**src/pkg/fsg_pkg.sv**
```systemverilog
// Purpose: Shared constants for the fieldbus serial gateway mode logic
// Assumes: 25 MHz system clock, 8N1 serial framing
// Notes:   Register map is a small AXI4-Lite window of our own
package fsg_pkg;
    // Clock and serial timing
    localparam int unsigned CLK_HZ        = 25000000;
    localparam int unsigned BAUD_DEFAULT  = 9600;
    localparam int unsigned BIT_CYC       = CLK_HZ / BAUD_DEFAULT;
    localparam int unsigned BLINK_MS      = 250;
    localparam int unsigned BLINK_CYC     = (CLK_HZ / 1000) * BLINK_MS;
    // Frame characters
    localparam logic [7:0] CH_STX = 8'h02;
    localparam logic [7:0] CH_CR  = 8'h0d;
    localparam logic [7:0] CH_LF  = 8'h0a;
    // Data area and buffer sizes
    localparam int unsigned AREA_BYTES = 16;
    localparam int unsigned BUF_BYTES  = 64;
    localparam int unsigned CMD_BYTES  = 8;
    // Register byte offsets
    localparam logic [7:0] OFF_CTRL   = 8'h00;
    localparam logic [7:0] OFF_STATUS = 8'h04;
    localparam logic [7:0] OFF_CONFIG = 8'h08;
    localparam logic [7:0] OFF_PARAM  = 8'h0c;
    localparam logic [7:0] OFF_OUTLEN = 8'h10;
    localparam logic [7:0] OFF_INLEN  = 8'h14;
    localparam logic [7:0] OFF_OUTDAT = 8'h40;
    localparam logic [7:0] OFF_INDAT  = 8'h80;
    // Control register fields
    localparam int unsigned CTRL_SEND_BIT = 0;
    localparam int unsigned CTRL_MODE_LSB = 4;
    localparam int unsigned CTRL_FLUSH    = 8;
    // Status register fields
    localparam int unsigned ST_NEWDATA = 0;
    localparam int unsigned ST_SERVICE = 1;
    localparam int unsigned ST_BUFOVF  = 2;
    // Reset value and response codes
    localparam logic [31:0] PARAM_RESET = 32'h0000_0000;
    localparam logic [1:0]  RESP_OKAY   = 2'b00;
    localparam logic [1:0]  RESP_SLVERR = 2'b10;
    // Data modes
    typedef enum logic [1:0] {
        MODE_TRANSP  = 2'h0,
        MODE_COLLECT = 2'h1,
        MODE_COMMAND = 2'h2
    } fsg_mode_t;
    // Service switch positions
    typedef enum logic [1:0] {
        SVC_RUN = 2'h0,
        SVC_DEV = 2'h1,
        SVC_GW  = 2'h2
    } fsg_svc_t;
endpackage : fsg_pkg

```
**src/verilog/fsg_gateway.sv**
```systemverilog
// Purpose: Mode and forwarding logic of a fieldbus to serial device gateway
// Assumes: Controller reaches the data areas over AXI4-Lite; switches are pins
// Notes:   Serial side frames are STX, payload, CR, LF at 9600 8N1
module fsg_gateway (
    // Clock and reset
    input  wire logic        clock,
    input  wire logic        arst_n,
    input  wire logic        clkEn,
    // Switches
    input  wire logic [3:0]  address_ones_switch,
    input  wire logic [3:0]  address_tens_switch,
    input  wire logic [3:0]  bitrate_selector_switch,
    input  wire logic [3:0]  deviceSelectSwitch,
    input  wire logic [1:0]  serviceSwitch,
    // Configuration seen by the fieldbus stack
    output logic [6:0]       nodeAddress,
    output logic [3:0]       busBitRate,
    output logic             busEnable,
    output logic             power_indicator,
    // Device and service serial lines
    input  wire logic        devRxd,
    output logic             devTxd,
    input  wire logic        svcRxd,
    output logic             svcTxd,
    // AXI4-Lite slave
    input  wire logic [7:0]  s_axi_awaddr,
    input  wire logic        s_axi_awvalid,
    output logic             s_axi_awready,
    input  wire logic [31:0] s_axi_wdata,
    input  wire logic [3:0]  s_axi_wstrb,
    input  wire logic        s_axi_wvalid,
    output logic             s_axi_wready,
    output logic [1:0]       s_axi_bresp,
    output logic             s_axi_bvalid,
    input  wire logic        s_axi_bready,
    input  wire logic [7:0]  s_axi_araddr,
    input  wire logic        s_axi_arvalid,
    output logic             s_axi_arready,
    output logic [31:0]      s_axi_rdata,
    output logic [1:0]       s_axi_rresp,
    output logic             s_axi_rvalid,
    input  wire logic        s_axi_rready
);
    typedef enum logic [3:0] {
        TX_IDLE = 4'b0001,
        TX_STX  = 4'b0010,
        TX_DATA = 4'b0100,
        TX_TAIL = 4'b1000
    } fsg_txs_t;

    typedef struct packed {
        logic [1:0]  syncDev, syncSvc;
        logic [3:0]  sOnes, sTens, sRate, sDevSel;
        logic [1:0]  sSvc;
        logic [1:0]  svcSync1;
        logic        cfgDone;
        logic [6:0]  addr;
        logic [3:0]  rate, devType;
        logic [31:0] param;
        logic [1:0]  mode;
        logic        sendTgl, sendSeen;
        logic        newTgl, bufOvf;
        logic [7:0]  outLen;
        logic [7:0]  inLen;
        logic [6:0]  rxCnt;
        logic        inFrame;
        logic        pending;
        fsg_txs_t    txs;
        logic [6:0]  txIdx;
        logic [1:0]  tailIdx;
        logic        txCmd, txRep;
        logic [22:0] blinkCnt;
        logic        blink;
        logic        awDone, wDone;
        logic [7:0]  awAddr;
        logic [31:0] wData;
        logic        bValid, rValid;
        logic [31:0] rData;
        logic [1:0]  rResp, bResp;
    } fsg_state_t;
    fsg_state_t st_ff, nxt_st;

    // Data areas and collective buffer
    logic [7:0] outArea_ff [fsg_pkg::AREA_BYTES];
    logic [7:0] inArea_ff  [fsg_pkg::BUF_BYTES];
    logic [7:0] colBuf_ff  [fsg_pkg::BUF_BYTES];

    logic       rxValid, txReady, txLine, svcRxValid;
    logic [7:0] rxByte, svcByte, txByte;
    logic       txValid, inRun, inDevSvc, inGwSvc, wrFire, rdFire, ovfSet;

    // Byte of a predefined command; table is chosen by device type
    function automatic logic [7:0] cmdByte(input logic [3:0] dev, input logic [7:0] sel,
                                           input logic [6:0] idx);
        logic [7:0] base;
        base = (dev[0]) ? 8'h2b : 8'h2d;
        case (idx)
            7'h00:   cmdByte = (sel[0]) ? 8'h48 : 8'h2b;
            7'h01:   cmdByte = base;
            default: cmdByte = 8'h76;
        endcase
    endfunction : cmdByte

    // Number of bytes for a command
    function automatic logic [6:0] cmdLen(input logic [3:0] dev, input logic [7:0] sel);
        cmdLen = (dev == 4'h0 || sel == 8'h00) ? 7'h01 : 7'h02;
    endfunction : cmdLen

    fsg_uart_rx u_dev_rx (
        .clock  (clock),
        .arst_n (arst_n),
        .clkEn  (clkEn),
        .rxLine (st_ff.syncDev[1]),
        .rxValid(rxValid),
        .rxByte (rxByte)
    );

    fsg_uart_rx u_svc_rx (
        .clock  (clock),
        .arst_n (arst_n),
        .clkEn  (clkEn),
        .rxLine (st_ff.syncSvc[1]),
        .rxValid(svcRxValid),
        .rxByte (svcByte)
    );

    fsg_uart_tx u_tx (
        .clock  (clock),
        .arst_n (arst_n),
        .clkEn  (clkEn),
        .txValid(txValid),
        .txByte (txByte),
        .txReady(txReady),
        .txLine (txLine)
    );

    // Switch position decode
    assign inRun    = st_ff.sSvc == fsg_pkg::SVC_RUN;
    assign inDevSvc = st_ff.sSvc == fsg_pkg::SVC_DEV;
    assign inGwSvc  = !inRun && !inDevSvc;
    assign wrFire   = st_ff.awDone && st_ff.wDone && !st_ff.bValid;
    assign rdFire   = s_axi_arvalid && !st_ff.rValid;
    // Overflow raised this cycle; it beats a flush in the same cycle
    assign ovfSet   = rxValid && inRun && st_ff.inFrame && rxByte != fsg_pkg::CH_STX &&
                      rxByte != fsg_pkg::CH_CR && rxByte != fsg_pkg::CH_LF &&
                      st_ff.rxCnt == 7'(fsg_pkg::BUF_BYTES);

    // Transmit byte select
    always_comb begin
        txValid = 1'b0;
        txByte  = fsg_pkg::CH_STX;
        case (st_ff.txs)
            TX_STX: begin
                txValid = 1'b1;
            end
            TX_DATA: begin
                txValid = 1'b1;
                if (st_ff.txRep) begin
                    txByte = (st_ff.txIdx == 7'h00) ? {1'b0, st_ff.addr} : {4'h0, st_ff.rate};
                end else if (st_ff.txCmd) begin
                    txByte = cmdByte(st_ff.devType, outArea_ff[0], st_ff.txIdx);
                end else if (st_ff.mode == fsg_pkg::MODE_COLLECT) begin
                    txByte = colBuf_ff[st_ff.txIdx[5:0]];
                end else begin
                    txByte = outArea_ff[st_ff.txIdx[3:0]];
                end
            end
            TX_TAIL: begin
                txValid = 1'b1;
                txByte  = (st_ff.tailIdx == 2'h0) ? fsg_pkg::CH_CR : fsg_pkg::CH_LF;
            end
            default: begin
                txValid = 1'b0;
            end
        endcase
    end

    // Main next-state logic
    always_comb begin
        nxt_st = st_ff;
        nxt_st.syncDev  = {st_ff.syncDev[0], devRxd};
        nxt_st.syncSvc  = {st_ff.syncSvc[0], svcRxd};
        nxt_st.sOnes    = address_ones_switch;
        nxt_st.sTens    = address_tens_switch;
        nxt_st.sRate    = bitrate_selector_switch;
        nxt_st.sDevSel  = deviceSelectSwitch;
        nxt_st.svcSync1 = serviceSwitch;
        nxt_st.sSvc     = st_ff.svcSync1;
        // Startup capture after the synchronisers have filled
        if (!st_ff.cfgDone && st_ff.syncDev[1]) begin
            nxt_st.cfgDone = 1'b1;
            nxt_st.addr    = 7'(st_ff.sTens) * 7'd10 + 7'(st_ff.sOnes);
            nxt_st.rate    = st_ff.sRate;
            nxt_st.devType = st_ff.sDevSel;
        end
        // Power indicator blink timer
        if (inRun) begin
            nxt_st.blinkCnt = 23'h000000;
            nxt_st.blink    = 1'b1;
        end else if (st_ff.blinkCnt == 23'(fsg_pkg::BLINK_CYC - 1)) begin
            nxt_st.blinkCnt = 23'h000000;
            nxt_st.blink    = !st_ff.blink;
        end else begin
            nxt_st.blinkCnt = st_ff.blinkCnt + 23'h000001;
        end
        // Device frame reception
        if (rxValid && inRun) begin
            if (rxByte == fsg_pkg::CH_STX) begin
                nxt_st.inFrame = 1'b1;
                nxt_st.rxCnt   = 7'h00;
            end else if (rxByte == fsg_pkg::CH_LF && st_ff.inFrame) begin
                nxt_st.inFrame = 1'b0;
                nxt_st.inLen   = {1'b0, st_ff.rxCnt};
                nxt_st.newTgl  = !st_ff.newTgl;
            end else if (st_ff.inFrame && rxByte != fsg_pkg::CH_CR) begin
                if (st_ff.rxCnt == 7'(fsg_pkg::BUF_BYTES)) begin
                    nxt_st.bufOvf = 1'b1;
                end else begin
                    nxt_st.rxCnt = st_ff.rxCnt + 7'h01;
                end
            end
        end
        // Service byte asks for a settings report; send toggle edge starts one frame
        if (svcRxValid && inGwSvc && st_ff.txs == TX_IDLE && svcByte != fsg_pkg::CH_LF) begin
            nxt_st.txs      = TX_STX;
            nxt_st.txIdx    = 7'h00;
            nxt_st.tailIdx  = 2'h0;
            nxt_st.txCmd    = 1'b0;
            nxt_st.txRep    = 1'b1;
        end else if (st_ff.sendTgl != st_ff.sendSeen && st_ff.txs == TX_IDLE && inRun) begin
            nxt_st.txRep    = 1'b0;
            nxt_st.sendSeen = st_ff.sendTgl;
            nxt_st.txs      = TX_STX;
            nxt_st.txIdx    = 7'h00;
            nxt_st.tailIdx  = 2'h0;
            nxt_st.txCmd    = st_ff.mode == fsg_pkg::MODE_COMMAND;
        end else if (st_ff.txs == TX_STX && txReady) begin
            nxt_st.txs = TX_DATA;
        end else if (st_ff.txs == TX_DATA && txReady) begin
            nxt_st.txIdx = st_ff.txIdx + 7'h01;
            if (st_ff.txRep ? (st_ff.txIdx == 7'h01) :
                st_ff.txCmd ? (st_ff.txIdx + 7'h01 == cmdLen(st_ff.devType, outArea_ff[0]))
                            : (st_ff.txIdx + 7'h01 >= st_ff.outLen[6:0])) begin
                nxt_st.txs = TX_TAIL;
            end
        end else if (st_ff.txs == TX_TAIL && txReady) begin
            nxt_st.tailIdx = st_ff.tailIdx + 2'h1;
            if (st_ff.tailIdx == 2'h1) begin
                nxt_st.txs = TX_IDLE;
            end
        end
        // AXI4-Lite write channels, taken in either order
        if (s_axi_awvalid && !st_ff.awDone) begin
            nxt_st.awDone = 1'b1;
            nxt_st.awAddr = s_axi_awaddr;
        end
        if (s_axi_wvalid && !st_ff.wDone) begin
            nxt_st.wDone = 1'b1;
            nxt_st.wData = s_axi_wdata;
        end
        if (wrFire) begin
            nxt_st.awDone = 1'b0;
            nxt_st.wDone  = 1'b0;
            nxt_st.bValid = 1'b1;
            nxt_st.bResp  = fsg_pkg::RESP_OKAY;
            case (st_ff.awAddr)
                fsg_pkg::OFF_CTRL: begin
                    nxt_st.sendTgl = st_ff.wData[fsg_pkg::CTRL_SEND_BIT];
                    nxt_st.mode    = st_ff.wData[fsg_pkg::CTRL_MODE_LSB +: 2];
                    if (st_ff.wData[fsg_pkg::CTRL_FLUSH] && !ovfSet) begin
                        nxt_st.bufOvf = 1'b0;
                    end
                end
                fsg_pkg::OFF_PARAM:  nxt_st.param  = st_ff.wData;
                fsg_pkg::OFF_OUTLEN: nxt_st.outLen = st_ff.wData[7:0];
                default: begin
                    if (st_ff.awAddr < fsg_pkg::OFF_OUTDAT) begin
                        nxt_st.bResp = fsg_pkg::RESP_SLVERR;
                    end
                end
            endcase
        end
        if (st_ff.bValid && s_axi_bready) begin
            nxt_st.bValid = 1'b0;
        end
        // AXI4-Lite read channel
        if (rdFire) begin
            nxt_st.rValid = 1'b1;
            nxt_st.rResp  = fsg_pkg::RESP_OKAY;
            nxt_st.rData  = 32'h0000_0000;
            case (s_axi_araddr)
                fsg_pkg::OFF_CTRL:
                    nxt_st.rData = {23'h0, 1'b0, 2'h0, st_ff.mode, 3'h0, st_ff.sendTgl};
                fsg_pkg::OFF_STATUS:
                    nxt_st.rData = {29'h0, st_ff.bufOvf, !inRun, st_ff.newTgl};
                fsg_pkg::OFF_CONFIG:
                    nxt_st.rData = {13'h0, st_ff.devType, st_ff.rate, st_ff.addr, 4'h0};
                fsg_pkg::OFF_PARAM:  nxt_st.rData = st_ff.param;
                fsg_pkg::OFF_OUTLEN: nxt_st.rData = {24'h0, st_ff.outLen};
                fsg_pkg::OFF_INLEN:  nxt_st.rData = {24'h0, st_ff.inLen};
                default: begin
                    if (s_axi_araddr >= fsg_pkg::OFF_INDAT) begin
                        nxt_st.rData = {24'h0, inArea_ff[s_axi_araddr[7:2] - 6'h20]};
                    end else if (s_axi_araddr >= fsg_pkg::OFF_OUTDAT) begin
                        nxt_st.rData = {24'h0, outArea_ff[s_axi_araddr[5:2]]};
                    end else begin
                        nxt_st.rResp = fsg_pkg::RESP_SLVERR;
                    end
                end
            endcase
        end
        if (st_ff.rValid && s_axi_rready) begin
            nxt_st.rValid = 1'b0;
        end
    end

    // Arrays: received bytes go into both the input area and the collective buffer in every mode
    always_ff @(posedge clock) begin
        if (clkEn) begin
            if (rxValid && inRun && st_ff.inFrame && rxByte != fsg_pkg::CH_CR &&
                rxByte != fsg_pkg::CH_LF && st_ff.rxCnt < 7'(fsg_pkg::BUF_BYTES)) begin
                inArea_ff[st_ff.rxCnt[5:0]] <= rxByte;
                colBuf_ff[st_ff.rxCnt[5:0]] <= rxByte;
            end
            if (wrFire && st_ff.awAddr >= fsg_pkg::OFF_OUTDAT && st_ff.awAddr < fsg_pkg::OFF_INDAT) begin
                outArea_ff[st_ff.awAddr[5:2]] <= st_ff.wData[7:0];
            end
        end
    end

    // State register
    always_ff @(posedge clock or negedge arst_n) begin
        if (!arst_n) begin
            st_ff <= '0;
            st_ff.syncDev <= 2'b00;
            st_ff.syncSvc <= 2'b11;
            st_ff.txs     <= TX_IDLE;
            st_ff.param   <= fsg_pkg::PARAM_RESET;
        end else if (clkEn) begin
            st_ff <= nxt_st;
        end
    end

    // Serial routing and outputs
    assign devTxd          = inDevSvc ? st_ff.syncSvc[1] :
                             ((inGwSvc || st_ff.txRep) ? 1'b1 : txLine);
    assign svcTxd          = inDevSvc ? st_ff.syncDev[1] : (inGwSvc ? txLine : 1'b1);
    assign busEnable       = inRun && st_ff.cfgDone;
    assign power_indicator = st_ff.blink;
    assign nodeAddress     = st_ff.addr;
    assign busBitRate      = st_ff.rate;
    assign s_axi_awready   = !st_ff.awDone;
    assign s_axi_wready    = !st_ff.wDone;
    assign s_axi_bvalid    = st_ff.bValid;
    assign s_axi_bresp     = st_ff.bResp;
    assign s_axi_arready   = !st_ff.rValid;
    assign s_axi_rvalid    = st_ff.rValid;
    assign s_axi_rdata     = st_ff.rData;
    assign s_axi_rresp     = st_ff.rResp;
endmodule : fsg_gateway

```
**src/verilog/fsg_uart_tx.sv**
```systemverilog
// Purpose: 8N1 serial transmitter, one byte per request
// Assumes: Bit period in system clock cycles is fixed by the package
// Notes:   Ready is high while idle
module fsg_uart_tx (
    // Clock and reset
    input  wire logic       clock,
    input  wire logic       arst_n,
    input  wire logic       clkEn,
    // Byte in
    input  wire logic       txValid,
    input  wire logic [7:0] txByte,
    output logic            txReady,
    // Line
    output logic            txLine
);
    typedef struct packed {
        logic        busy;
        logic [9:0]  shift;
        logic [3:0]  bitCnt;
        logic [11:0] cyc;
        logic        line;
    } fsg_tx_state_t;
    fsg_tx_state_t st_ff, nxt_st;

    // Shift start, data and stop bits out
    always_comb begin
        nxt_st = st_ff;
        if (!st_ff.busy) begin
            nxt_st.line = 1'b1;
            if (txValid) begin
                nxt_st.busy   = 1'b1;
                nxt_st.shift  = {1'b1, txByte, 1'b0};
                nxt_st.bitCnt = 4'h0;
                nxt_st.cyc    = 12'h000;
            end
        end else begin
            nxt_st.line = st_ff.shift[0];
            if (st_ff.cyc == 12'(fsg_pkg::BIT_CYC - 1)) begin
                nxt_st.cyc   = 12'h000;
                nxt_st.shift = {1'b1, st_ff.shift[9:1]};
                nxt_st.bitCnt = st_ff.bitCnt + 4'h1;
                if (st_ff.bitCnt == 4'h9) begin
                    nxt_st.busy = 1'b0;
                end
            end else begin
                nxt_st.cyc = st_ff.cyc + 12'h001;
            end
        end
    end

    always_ff @(posedge clock or negedge arst_n) begin
        if (!arst_n) begin
            st_ff <= '{busy: 1'b0, shift: 10'h3ff, bitCnt: 4'h0, cyc: 12'h000, line: 1'b1};
        end else if (clkEn) begin
            st_ff <= nxt_st;
        end
    end

    assign txReady = !st_ff.busy;
    assign txLine  = st_ff.line;
endmodule : fsg_uart_tx

```
**src/verilog/fsg_uart_rx.sv**
```systemverilog
// Purpose: 8N1 serial receiver
// Assumes: Line input is already synchronised
// Notes:   A bad stop bit drops the byte
module fsg_uart_rx (
    // Clock and reset
    input  wire logic       clock,
    input  wire logic       arst_n,
    input  wire logic       clkEn,
    // Line
    input  wire logic       rxLine,
    // Byte out
    output logic            rxValid,
    output logic [7:0]      rxByte
);
    typedef struct packed {
        logic        busy;
        logic [3:0]  bitCnt;
        logic [11:0] cyc;
        logic [7:0]  data;
        logic        valid;
    } fsg_rx_state_t;
    fsg_rx_state_t st_ff, nxt_st;

    // Sample each bit at mid period
    always_comb begin
        nxt_st = st_ff;
        nxt_st.valid = 1'b0;
        if (!st_ff.busy) begin
            if (!rxLine) begin
                nxt_st.busy   = 1'b1;
                nxt_st.bitCnt = 4'h0;
                nxt_st.cyc    = 12'(fsg_pkg::BIT_CYC / 2);
            end
        end else if (st_ff.cyc == 12'(fsg_pkg::BIT_CYC - 1)) begin
            nxt_st.cyc    = 12'h000;
            nxt_st.bitCnt = st_ff.bitCnt + 4'h1;
            if (st_ff.bitCnt == 4'h0 && rxLine) begin
                nxt_st.busy = 1'b0;           // False start
            end else if (st_ff.bitCnt == 4'h9) begin
                nxt_st.busy  = 1'b0;
                nxt_st.valid = rxLine;        // Stop bit check
            end else if (st_ff.bitCnt != 4'h0) begin
                nxt_st.data = {rxLine, st_ff.data[7:1]};
            end
        end else begin
            nxt_st.cyc = st_ff.cyc + 12'h001;
        end
    end

    always_ff @(posedge clock or negedge arst_n) begin
        if (!arst_n) begin
            st_ff <= '{busy: 1'b0, bitCnt: 4'h0, cyc: 12'h000, data: 8'h00, valid: 1'b0};
        end else if (clkEn) begin
            st_ff <= nxt_st;
        end
    end

    assign rxValid = st_ff.valid;
    assign rxByte  = st_ff.data;
endmodule : fsg_uart_rx

```
**config.mk**
```make
export PLATFORM = sky130hd
export DESIGN_NAME = fsg_gateway
export DESIGN_NICKNAME = d
export VERILOG_FILES = /design/src/pkg/fsg_pkg.sv /design/src/verilog/fsg_gateway.sv /design/src/verilog/fsg_uart_tx.sv /design/src/verilog/fsg_uart_rx.sv
export SDC_FILE = /design/constraint.sdc
export NUM_CORES = 1
export LEC_CHECK = 0
export ABC_CLOCK_PERIOD_IN_PS = 9300
export BUFFER_PORTS_ARGS = -buffer_cell sky130_fd_sc_hd__buf_2
export CAP_MARGIN = 20
export CORE_AREA = 2 2 288 504
export DETAILED_ROUTE_END_ITERATION = 7
export DIE_AREA = 0 0 290 506
export SLEW_MARGIN = 20
export SYNTH_ARGS = -nofsm -noshare
export SYNTH_HDL_FRONTEND = slang
export SYNTH_SLANG_ARGS = --single-unit
```
**constraint.sdc**
```tcl
create_clock -name clock -period 9.3 [get_ports clock]
set_input_delay 0.93 -clock clock [delete_from_list [all_inputs] [get_ports clock]]
set_output_delay 0.93 -clock clock [all_outputs]
set_load 0.02 [all_outputs]
```
==> results.sh <==
export IMPL_fin_crit_sh=0.457
export IMPL_grt_pass1_wl_um=168000
export IMPL_hold_viol_final=0
export IMPL_cp_slowest_cell="dfrtp_4"
export IMPL_clockBufferDepth=3
export IMPL_die_area_um2=147000
export IMPL_synth_ff_type="edfxtp_1"
export IMPL_ys_seq_elements=938
export IMPL_r2r_end="u_tx.st_ff[22]"
export IMPL_synth_edf_count=640
export IMPL_synth_top_area_frac=0.451
export IMPL_htreeDepth=3
export IMPL_clk_pin_slew_ps=70
export IMPL_hold_class="in -> async"
export IMPL_met3_usage=0.0203
export IMPL_r2r_cells=9
export IMPL_viasPerCell=5.17
export IMPL_rsz0062_at_grt="no"
export IMPL_ant_nets=0
export IMPL_nNetsFinal=2854
export IMPL_worst_hold_slack_ps=215
export IMPL_max_freq_mhz=235
export IMPL_io_pin_count=136
export IMPL_port_buffers=129
export IMPL_grtUsageMet1=0.152
export IMPL_finalMaxSlewViolations=0
export IMPL_synthesis_area_um2=42600
export IMPL_total_leakage_power_nw=16.5
export IMPL_worst_pin_slew_ps=1160
export IMPL_grt_busiest_layer="met2"
export IMPL_num_vias=24135
export IMPL_rrSetupSlack_ps=5050
export IMPL_die_h_um=506
export IMPL_drive_above_1_share=0.271
export IMPL_cts_made_buffers=81
export IMPL_gp_congestion=0.839
export IMPL_setup_worst_path_end_class="flip-flop"
export IMPL_yosysSeqAreaShare=0.627
export IMPL_worstPathArrival_ps=4850
export IMPL_p_per_area_nw_per_um2=200
export IMPL_slew_headroom=0.224
export IMPL_cts_setup_buffers=0
export IMPL_fin_crit_ps=4250
export IMPL_grt_usage=0.154
export IMPL_drv_cap=0
export IMPL_syn_area_per_cell_um2=15.9
export IMPL_drt_wirelength_per_cell_um=24.3
export IMPL_worstSetupStartpointType="flip-flop"
export IMPL_critical_path_max_stage_delay_ps=860
export IMPL_cts_sinks=938
export IMPL_row_count=184
export IMPL_start_util=0.298
export IMPL_grtUsageMet2=0.301
export IMPL_synth_area_top_cells="edfxtp_1 (45%), dfrtp_1 (17%), mux4_2 (14%)"
export IMPL_clock_latency_ps=680
export IMPL_grt_pass1_vias=25781
export IMPL_reg2reg_from="st_ff[109]"
export IMPL_syn_inst=2683
export IMPL_drc=0
export IMPL_path_cells="buf_4, buf_4, mux4_2, a22oi_1, a21oi_1, nor4_1, o21ai_1, a21oi_1, a311oi_1"
export IMPL_path_max_fanout=41
export IMPL_clock_skew_ps=28.8
export IMPL_die_x_um=290
export IMPL_drt_initial_drc_count=1612
export IMPL_hpwl_um=77600
export IMPL_cts_resized=0
export IMPL_area_delta_synth_final_pct=11.6
export IMPL_crit_type="reg -> reg"
export IMPL_antenna_found_initial=4
export IMPL_postSynth_asyncResetShare=0.318
export IMPL_ys_warn_count=0
export IMPL_first_pass_iters=7
export IMPL_grt_max_degree=96
export IMPL_finalSetupViolations=0
export IMPL_finalSetupTns_ps=0
export IMPL_crit_required_ps=9890
export IMPL_synth_cell_types=86
export IMPL_cts_tree="done"
export IMPL_root_buffer="clkbuf_16"
export IMPL_globalRoute_totalOverflow=0
export IMPL_cts_hold_buf=0
export IMPL_ir_worst_vdd_mv=0.134
export IMPL_drt_total_wl_um=114000
export IMPL_synth_area_leader_cell="edfxtp_1"
export IMPL_core_area_um2=143000
export IMPL_status="complete, no violations"
[cells in the final DEF, fill, tap and decap left out, types with 15 or more instances in the layout]
| cell type | instances |
|---|---|
| mux2i_1 | 57 |
| nor2_1 | 174 |
| clkbuf_16 | 81 |
| edfxtp_1 | 640 |
| and3_1 | 19 |
| mux4_2 | 263 |
| inv_1 | 48 |
| o22ai_1 | 17 |
| dfrtp_1 | 274 |
| nand4_1 | 23 |
| nand2_1 | 151 |
| nand2b_1 | 17 |
| nand3_1 | 56 |
| buf_4 | 44 |
| clkinv_2 | 19 |
| o21ai_0 | 84 |
| ha_1 | 33 |
| a22oi_1 | 29 |
| a22o_1 | 33 |
| nor4_1 | 19 |
| a211oi_1 | 17 |
| a21o_1 | 15 |
| mux2_2 | 136 |
| xor2_1 | 42 |
| a21oi_1 | 78 |
| buf_2 | 126 |
[worst max-delay path by stage]
stage / to / start / slack [ps] / cells past startpoint
after detailed placement: outArea_ff[6][4] / clkEn / 4780 / 8
after floorplan: inArea_ff[63][0] / u_dev_rx.rxByte[5] / 6310 / 6
after global placement: outArea_ff[13][4] / clkEn / 4740 / 8
final: u_tx.st_ff[22] / st_ff[109] / 5050 / 9
after CTS: u_tx.st_ff[19] / st_ff[109] / 5040 / 8
after global routing: inArea_ff[30][7] / st_ff[201] / 4930 / 6
[routing by layer]
| layer | vias up | part of all wire |
|---|---|---|
| met5 | - | 0 |
| met2 | 771 | 0.56 |
| li1 | 10622 | - |
| met3 | 214 | 0.044 |
| met1 | 12528 | 0.33 |
| met4 | 0 | 0.063 |
[power by group]
| part | switching [mW] | total [mW] | internal (mW) |
|---|---|---|---|
| Combinational | 0.461 | 0.830 | 0.369 |
| Clock | 1.60 | 3.58 | 1.97 |
| Sequential | 0.345 | 5.11 | 4.77 |
| Total | 2.41 | 9.52 | 7.11 |
[per-stage QoR]
step / instance area [µm²] / std cells / utilization / power [mW] / setup slack (ps)
finish: 47500 / 4668 / 0.332 / 9.52 / 5050
global route: 47500 / 4668 / 0.332 / 9.84 / 4930
CTS: 47500 / 4664 / 0.332 / 9.60 / 5040
detailed placement: 44800 / 4515 / 0.313 / 6.04 / 4780
global placement: 44700 / 4513 / 0.313 / 6.01 / 4740
floorplan: 42600 / 2684 / - / 5.65 / 6310
[synthesized netlist by cell type (15+ instances only)]
cell type / n
edfxtp_1: 640
dfrtp_1: 284
mux4_2: 263
nor2_1: 181
nand2_1: 151
mux2_2: 136
o21ai_0: 84
a21oi_1: 78
clkbuf_1: 70
buf_4: 59
mux2i_1: 57
nand3_1: 57
inv_1: 48
buf_2: 42
xor2_1: 42
a22o_1: 33
ha_1: 33
a22oi_1: 29
nand4_1: 23
and3_1: 19
nor4_1: 19
a211oi_1: 17
nand2b_1: 17
o22ai_1: 17
nor2b_1: 16
a21o_1: 15
buf_6: 15
[state kept, by name, summed over array words and instances (netlist names), 4 cells and up]
signal           cells
st_ff              166
u_tx.st_ff          27
u_dev_rx.rxByte      8
outArea_ff         128
u_svc_rx.st_ff      17
u_svc_rx.rxByte      8
inArea_ff          512
busBitRate           4
s_axi_rdata         32
nxt_st               4
nodeAddress          7
u_dev_rx.st_ff      17
[logic make-up after synthesis]
| logic type | count (synthesis) | share of synthesized area |
|---|---|---|
| AO/OA/AOI/OAI | 368 | 0.0576 |
| flip-flops | 938 | 0.627 |
| other | 1 | 0.0000881 |
| multiplexers | 471 | 0.196 |
| XOR/XNOR | 56 | 0.0115 |
| AND/OR/NAND/NOR | 564 | 0.0644 |
| buffers and inverters | 250 | 0.0329 |
| adder cells (fa/ha/maj) | 35 | 0.0106 |
[area by class of cell]
class                           count  area (µm²)
Fill cell                       13700       95400
Antenna cell                        3        7.51
Clock buffer                       98        2140
Inverter                           48         180
Clock inverter                     51         612
Multi-Input combinational cell   1496       14500
Timing Repair Buffer              174        1030
Sequential cell                   938       26700
Tap cell                         1860        2330
[worst max-delay path: cells and delay by family (launching register included)]
family / cells / cell delay (ps)
multiplexers: 1 / 390
buffers and inverters: 2 / 1250
flip-flops: 1 / 860
AO/OA/AOI/OAI: 5 / 1150
AND/OR/NAND/NOR: 1 / 440
Note: power is estimated with default switching activity, not from simulation.
